### src/pbct_pkg.sv
package pbct_pkg;
  // Size acknowledge encodings, active low pair
  localparam logic [1:0] ACK_NONE = 2'h3;
  localparam logic [1:0] ACK_PORT32 = 2'h0;
  localparam logic [1:0] ACK_PORT16 = 2'h1;
  localparam logic [1:0] ACK_PORT8 = 2'h2;
  // Operand byte counts
  localparam logic [2:0] BYTES_NONE = 3'h0;
  localparam logic [2:0] BYTES_BYTE = 3'h1;
  localparam logic [2:0] BYTES_WORD = 3'h2;
  localparam logic [2:0] BYTES_LONG = 3'h4;
  // Idle clocks after a next-level transfer
  localparam int GAP_CLOCKS = 2;
  localparam logic [1:0] GAP_LOAD = 2'(GAP_CLOCKS - 1);
  localparam logic [1:0] GAP_LAST = 2'h1;
  localparam int DATA_W = 32;
  localparam logic [DATA_W-1:0] DATA_RST = 32'h0000_0000;
  typedef enum logic [2:0] {
    ST_IDLE, ST_ADDR, ST_WAIT, ST_DATA, ST_HALT, ST_RETRY, ST_GAP
  } pbct_state_type;
endpackage

### src/pbct_bus_term.sv
`timescale 1ns/100ps
module pbct_bus_term #(
  parameter int ADDR_W = 32
) (
  input wire logic clk_in,
  input wire logic nrst_in,
  input wire logic req_valid_in,
  input wire logic [ADDR_W-1:0] req_addr_in,
  input wire logic req_write_in,
  input wire logic [pbct_pkg::DATA_W-1:0] req_wdata_in,
  input wire logic req_lock_in,
  input wire logic req_next_level_in,
  input wire logic [1:0] size_ack_n_in,
  input wire logic bus_fault_in,
  input wire logic halt_n_in,
  input wire logic [pbct_pkg::DATA_W-1:0] bus_data_in,
  output logic req_taken_out,
  output logic done_out,
  output logic [pbct_pkg::DATA_W-1:0] rd_data_out,
  output logic fault_entry_out,
  output logic [ADDR_W-1:0] fault_addr_out,
  output logic phys_addr_strobe_out,
  output logic phys_data_strobe_out,
  output logic read_not_write_out,
  output logic [1:0] xfer_size_out,
  output logic [ADDR_W-1:0] addr_out,
  output logic [pbct_pkg::DATA_W-1:0] data_out,
  output logic indivisible_cycle_out
);
  import pbct_pkg::*;

  pbct_state_type st_q, st_d;
  logic [ADDR_W-1:0] addr_q, addr_d;
  logic [2:0] rem_q, rem_d, moved, width, rem_left;
  logic [1:0] ack_q, gap_cnt_q;
  logic wr_q, wr_d, gap_q, lock_q, halt_seen_q;
  logic [DATA_W-1:0] asm_q, asm_d;
  logic accept, abort, piece_end, ack_now, enter_addr, active_d;

  // Fault is taken active high here; halt and acknowledge are active low
  assign ack_now = (size_ack_n_in != ACK_NONE);
  assign enter_addr = (st_d == ST_ADDR) && (st_q != ST_ADDR);
  assign active_d = (st_d == ST_ADDR) || (st_d == ST_WAIT) || (st_d == ST_DATA);

  always_comb begin
    case (ack_q)
      ACK_PORT32: width = BYTES_LONG;
      ACK_PORT16: width = BYTES_WORD;
      default: width = BYTES_BYTE;
    endcase
    moved = (rem_q < width) ? rem_q : width;
    rem_left = rem_q - moved;
  end

  // Sequencing of one physical bus cycle and of the gaps between cycles
  always_comb begin
    st_d = st_q;
    accept = 1'b0;
    abort = 1'b0;
    piece_end = 1'b0;
    case (st_q)
      ST_IDLE: begin
        if (req_valid_in && halt_n_in) begin
          accept = 1'b1;
          st_d = ST_ADDR;
        end
      end
      ST_ADDR: st_d = ST_WAIT;
      ST_WAIT: begin
        if (bus_fault_in) begin
          abort = halt_n_in;
          st_d = halt_n_in ? ST_IDLE : ST_RETRY;
        end else if (ack_now) begin
          st_d = ST_DATA;
        end
      end
      ST_DATA: begin
        if (bus_fault_in) begin
          // Late fault one clock after acknowledge
          abort = halt_n_in;
          st_d = halt_n_in ? ST_IDLE : ST_RETRY;
        end else begin
          piece_end = 1'b1;
          if (!halt_n_in || halt_seen_q) begin
            st_d = ST_HALT;
          end else if (rem_left != BYTES_NONE) begin
            st_d = ST_ADDR;
          end else if (gap_q && (GAP_CLOCKS > 1)) begin
            st_d = ST_GAP;
          end else if (req_valid_in) begin
            accept = 1'b1;
            st_d = ST_ADDR;
          end else begin
            st_d = ST_IDLE;
          end
        end
      end
      ST_HALT: begin
        if (halt_n_in) begin
          st_d = (rem_q != BYTES_NONE) ? ST_ADDR : ST_IDLE;
        end
      end
      ST_RETRY: begin
        if (!bus_fault_in && halt_n_in) begin
          st_d = ST_ADDR;
        end
      end
      ST_GAP: begin
        if (gap_cnt_q <= GAP_LAST) begin
          st_d = ST_IDLE;
        end
      end
      default: st_d = ST_IDLE;
    endcase
  end

  always_comb begin
    addr_d = addr_q;
    rem_d = rem_q;
    wr_d = wr_q;
    asm_d = asm_q;
    if (accept) begin
      addr_d = req_addr_in;
      wr_d = req_write_in;
      rem_d = req_write_in ? BYTES_BYTE : BYTES_LONG;
    end else if (piece_end) begin
      addr_d = addr_q + ADDR_W'(moved);
      rem_d = rem_left;
    end
    // Narrow ports deliver on the upper lanes; pieces shift in
    case (moved)
      BYTES_BYTE: asm_d = {asm_q[DATA_W-9:0], bus_data_in[DATA_W-1 -: 8]};
      BYTES_WORD: asm_d = {asm_q[DATA_W-17:0], bus_data_in[DATA_W-1 -: 16]};
      default: asm_d = bus_data_in;
    endcase
  end

  always_ff @(posedge clk_in or negedge nrst_in) begin
    if (!nrst_in) begin
      st_q <= ST_IDLE;
    end else begin
      st_q <= st_d;
    end
  end

  always_ff @(posedge clk_in or negedge nrst_in) begin
    if (!nrst_in) begin
      addr_q <= '0;
      rem_q <= BYTES_NONE;
      wr_q <= 1'b0;
      gap_q <= 1'b0;
    end else begin
      addr_q <= addr_d;
      rem_q <= rem_d;
      wr_q <= wr_d;
      if (accept) begin
        gap_q <= req_next_level_in;
      end
    end
  end

  // Acknowledge is recognized in the wait state, data captured one clock on
  always_ff @(posedge clk_in or negedge nrst_in) begin
    if (!nrst_in) begin
      ack_q <= ACK_NONE;
      asm_q <= DATA_RST;
    end else begin
      if (st_q == ST_WAIT) begin
        ack_q <= size_ack_n_in;
      end
      if (piece_end && !wr_q) begin
        asm_q <= asm_d;
      end
    end
  end

  always_ff @(posedge clk_in or negedge nrst_in) begin
    if (!nrst_in) begin
      halt_seen_q <= 1'b0;
    end else if (enter_addr) begin
      halt_seen_q <= 1'b0;
    end else if ((st_q == ST_ADDR || st_q == ST_WAIT) && !halt_n_in) begin
      halt_seen_q <= 1'b1;
    end
  end

  always_ff @(posedge clk_in or negedge nrst_in) begin
    if (!nrst_in) begin
      gap_cnt_q <= '0;
    end else if (st_q != ST_GAP) begin
      gap_cnt_q <= GAP_LOAD;
    end else begin
      gap_cnt_q <= gap_cnt_q - 2'h1;
    end
  end

  // Lock spans the whole indivisible sequence, retries included
  always_ff @(posedge clk_in or negedge nrst_in) begin
    if (!nrst_in) begin
      lock_q <= 1'b0;
    end else if (accept) begin
      lock_q <= req_lock_in;
    end else if (abort) begin
      lock_q <= 1'b0;
    end
  end

  always_ff @(posedge clk_in or negedge nrst_in) begin
    if (!nrst_in) begin
      phys_addr_strobe_out <= 1'b0;
      phys_data_strobe_out <= 1'b0;
      read_not_write_out <= 1'b1;
      indivisible_cycle_out <= 1'b0;
    end else begin
      phys_addr_strobe_out <= active_d;
      phys_data_strobe_out <= (st_d == ST_WAIT) || (st_d == ST_DATA)
        || (st_d == ST_ADDR && !wr_d);
      read_not_write_out <= active_d ? !wr_d : 1'b1;
      indivisible_cycle_out <= accept ? req_lock_in : (lock_q && !abort);
    end
  end

  // Address, size and data hold their last values outside cycles
  always_ff @(posedge clk_in or negedge nrst_in) begin
    if (!nrst_in) begin
      addr_out <= '0;
      xfer_size_out <= '0;
      data_out <= DATA_RST;
    end else begin
      if (enter_addr) begin
        addr_out <= addr_d;
        xfer_size_out <= rem_d[1:0];
      end
      if (accept) begin
        data_out <= req_wdata_in;
      end
    end
  end

  always_ff @(posedge clk_in or negedge nrst_in) begin
    if (!nrst_in) begin
      req_taken_out <= 1'b0;
      done_out <= 1'b0;
      rd_data_out <= DATA_RST;
      fault_entry_out <= 1'b0;
      fault_addr_out <= '0;
    end else begin
      req_taken_out <= accept;
      done_out <= piece_end && (rem_left == BYTES_NONE);
      if (piece_end && (rem_left == BYTES_NONE) && !wr_q) begin
        rd_data_out <= asm_d;
      end
      fault_entry_out <= abort;
      if (abort) begin
        fault_addr_out <= addr_q;
      end
    end
  end
endmodule

### config.mk
export PLATFORM = sky130hd
export DESIGN_NAME = pbct_bus_term
export DESIGN_NICKNAME = d
export VERILOG_FILES = /design/src/pbct_pkg.sv /design/src/pbct_bus_term.sv
export SDC_FILE = /design/constraint.sdc
export NUM_CORES = 1
export LEC_CHECK = 0
export BUFFER_PORTS_ARGS = -buffer_cell sky130_fd_sc_hd__buf_2
export CORE_ASPECT_RATIO = 1.25
export CORE_MARGIN = 1
export CORE_UTILIZATION = 48
export DETAILED_ROUTE_END_ITERATION = 12
export PLACE_DENSITY_LB_ADDON = 0.15
export RECOVER_POWER = 50
export SLEW_MARGIN = 25
export SYNTH_ARGS = -nofsm -noshare
export SYNTH_HDL_FRONTEND = slang
export SYNTH_SLANG_ARGS = --single-unit
export TNS_END_PERCENT = 100
### constraint.sdc
create_clock -name clk_in -period 3.9 [get_ports clk_in]
set_input_delay 1.17 -clock clk_in [delete_from_list [all_inputs] [get_ports clk_in]]
set_output_delay 1.17 -clock clk_in [all_outputs]
set_load 0.005 [all_outputs]
==> results.cfg <==
[flow_run]
timing.max_cap.violations = 2

[global_route]
grt_use_total_pct = 25.9
grt_overflow = 0
grt_pass1_wl_um = 41900
antenna_found_initial = 2
grt_pass1_vias = 7912
grt_max_degree = 66

[clocking]
ctsLongestPathBuffers = 3
ctsHoldBuffers = 0
cts.sinks = 207
cts_tree = yes
clk_pin_slew_ns = 0.06
cts_buffers = 22
h-tree-depth = 1
root_buffer = clkbuf_16
clkLatencyLatePin_ns = 0.51

[floorplanning]
num_rows = 57
pin_count = 243
core_sq_mm = 0.0196
fp.dieW_um = 129
dieArea_sq_mm = 0.0208
floorplan.initialDensity_pct = 49.6
dieHeight_um = 161

[status]
violations = capacitance limit, slew limit, setup timing
outcome = finished with violations

[synthesis]
yosysTopAreaCell = dfrtp_1
yosys.area.top_type_share_pct = 52.5
seq_area_frac_synth_pct = 53.3
synth_simple_gate_area_share_pct = 19.3
synth_area_leaders = dfrtp_1, nand2_1, o21ai_0, a22o_1, mux2_2
netlist_area_sq_mm = 0.00973
synthArstFlopShare_pct = 100
synth_fa_ha_area_share_pct = 1.29
synth_nets = 1096
synth_commonest_cells = nand2_1, dfrtp_1, o21ai_0
synth_compound_area_share_pct = 15.1
synthXorXnorAreaFrac_pct = 1.53
synth_top_family_by_area = simple AND/OR/NAND/NOR gates
synth-edff-count = 0
yosysMostFrequentCell = nand2_1
synth_cells = 980
yosysUniqueCellTypes = 67
yosysWarnings = 0
synth_mux_area_share_pct = 5.81
ys.flop_type = dfrtp_1
avgSynthCellArea_sq_um = 9.93
synth-seq-cells = 207

[timing]
slew_viol_final = 103
setup_viol = 25
rsz0062_at_grt = yes
fin_crit_sh_pct = 102
fin_crit_ns = 3.96
hold_viol_final = 0
setup_tns_ns = -1.04
finalWorstSetupSlack_ns = -0.0609
worst-slew-pin-transition_ns = 1.77
relSlewSlack_pct = -18.1
fmax_mhz = 252
clock_skew_ns = 0.0189

[detailed_routing]
drc = 0
firstDrtPassIters = 5
totalWireLength_um = 27300
via_count = 8241
viasPerCell = 5.45
drt_iter0_drc = 400
detail_route.wl_per_cell_um = 18.1
ant_nets = 0

[placed_design]
place_area_sq_mm = 0.0114
portBuffers = 242
placed_cells = 1459
gp_congestion = 0.910
dp.final_hpwl_um = 19500

[setup_path]
cp-start-kind = flip-flop
crit_type = reg2reg
crit_required_ns = 4.28
rr_worst_depth = 16
crit_arrival_ns = 4.34
endpoint_kind = flip-flop
cp_max_fo = 12

[layout]
fill_cells = 1652
drive_gt1_share_pct = 33.6
instances_no_fill = 1512
postLayoutCoreUtil_pct = 63.1
area_growth_pct = 27.2
num_antenna_cells = 0
nNetsFinal = 1348
design_area_sq_mm = 0.0124

[min_path]
hold_depth = 2
hold_class = reg2reg

[power]
power_w = 0.0114
irDropWorstVdd_mv = 0.501
p_per_area_mw_per_mm2 = 926
leakagePower_nw = 6.11
-- state kept, by name, indices dropped and copies added (netlist names) --
name	count
rd_data_out	32
fault_entry_out	1
gap_cnt_q	2
st_q	3
asm_q	24
phys_data_strobe_out	1
xfer_size_out	2
wr_q	1
fault_addr_out	32
ack_q	2
rem_q	3
addr_q	32
indivisible_cycle_out	1
read_not_write_out	1
lock_q	1
data_out	32
halt_seen_q	1
gap_q	1
phys_addr_strobe_out	1
done_out	1
req_taken_out	1
addr_out	32
-- layout make-up --
type / instances / area [sq um] / area share [%]
clock buffers: 32 / 669 / 5.41
clock inverters: 7 / 40.0 / 0.324
inverters: 13 / 53.8 / 0.435
multi-input cells: 698 / 4440 / 35.9
flip-flops and latches: 207 / 5180 / 41.9
well taps: 265 / 332 / 2.68
repair buffers: 290 / 1660 / 13.4
-- worst max-delay path: stages, from the launching register on --
cell	delay [ns]
dfstp_2	0.56
or2_4	0.15
ha_4	0.21
a21o_4	0.22
a21oi_4	0.13
mux2_4	0.33
ha_4	0.16
inv_2	0.06
ha_4	0.13
nand2b_4	0.14
and4bb_1	0.19
mux2_4	0.31
nor2_4	0.21
o221ai_4	0.16
nor3_4	0.31
buf_8	0.21
mux2_2	0.35
-- layout by cell type, fill, tap and decap left out, types with 5 or more instances in the layout --
| cell | n |
|---|---|
| mux2_4 | 19 |
| o31ai_2 | 10 |
| clkbuf_1 | 10 |
| nor3_2 | 5 |
| buf_4 | 29 |
| buf_6 | 5 |
| and2_1 | 6 |
| dfrtp_1 | 204 |
| clkinv_2 | 5 |
| nor3_1 | 12 |
| o31ai_1 | 8 |
| inv_1 | 11 |
| xnor2_1 | 13 |
| buf_2 | 238 |
| mux2_2 | 21 |
| nor2_1 | 25 |
| clkbuf_16 | 24 |
| clkbuf_8 | 6 |
| nand2_1 | 271 |
| nand4_1 | 7 |
| and3_1 | 10 |
| nand2b_1 | 5 |
| nor3b_1 | 5 |
| nand3_1 | 14 |
| nor3b_2 | 5 |
| a22o_1 | 32 |
| o21ai_0 | 71 |
| nor2_2 | 6 |
| nor4_1 | 6 |
| ha_1 | 6 |
| nor2b_1 | 5 |
| o211ai_1 | 5 |
| o2111ai_1 | 5 |
| a21oi_1 | 46 |
-- per-layer routing --
metal / share of wire (%) / GRT usage [%] / vias to the layer above / routed length, um
met2: 52 / 46.4 / 281 / 14200
met3: 5.8 / 3.81 / 55 / 1590
met5: 0.099 / 0 / - / 27
li1: - / - / 3908 / -
met1: 39 / 31.0 / 3993 / 10600
met4: 3.3 / 9.95 / 4 / 895
-- cell families (layout without fill, tap and decap cells) --
| kind of cell | Yosys count | after routing |
|---|---|---|
| AND/OR/NAND/NOR | 408 | 408 |
| AO/OA/AOI/OAI | 218 | 218 |
| flip-flops | 207 | 207 |
| buffers and inverters | 75 | 342 |
| multiplexers | 45 | 45 |
| XOR/XNOR | 17 | 17 |
| adder cells (fa/ha/maj) | 10 | 10 |
-- worst paths after layout --
kind                              start         endpoint  slack [ns]
hold reg to reg            data_out[16]     data_out[16]        0.46
setup / recovery               ack_q[0]      addr_out[2]       -0.06
max in group asynchronous       nrst_in            gap_q        0.67
setup reg to reg               ack_q[0]      addr_out[2]       -0.06
min in group asynchronous       nrst_in  rd_data_out[10]        1.10
hold / removal             data_out[16]     data_out[16]        0.46
-- timing repair --
action / 4_1_cts / 5_1_grt
pin swaps: 6 / 8
gates cloned: 1 / 2
hold endpoints to repair: 0 / 0
setup buffers: 7 / 7
endpoints found under the setup margin: 23 / 55
gates resized for setup: 3 / 44
-- power by group --
group / leakage [nW] / total, W / switching [W] / internal [W]
clock: 0.350 / 0.00204 / 0.000854 / 0.00119
sequential: 2.58 / 0.00389 / 0.000757 / 0.00314
combinational: 3.18 / 0.00551 / 0.00298 / 0.00254
total: 6.11 / 0.0114 / 0.00459 / 0.00686
-- metrics by stage --
step	hold WS (ns)	setup WS [ns]
after floorplan	0.441	-0.0139
after global placement	0.444	0.0819
after detailed placement	0.450	-0.0155
after CTS	0.463	-0.000544
after global routing	0.477	-0.161
final	0.457	-0.0609
(Power assumes the default switching activity.)
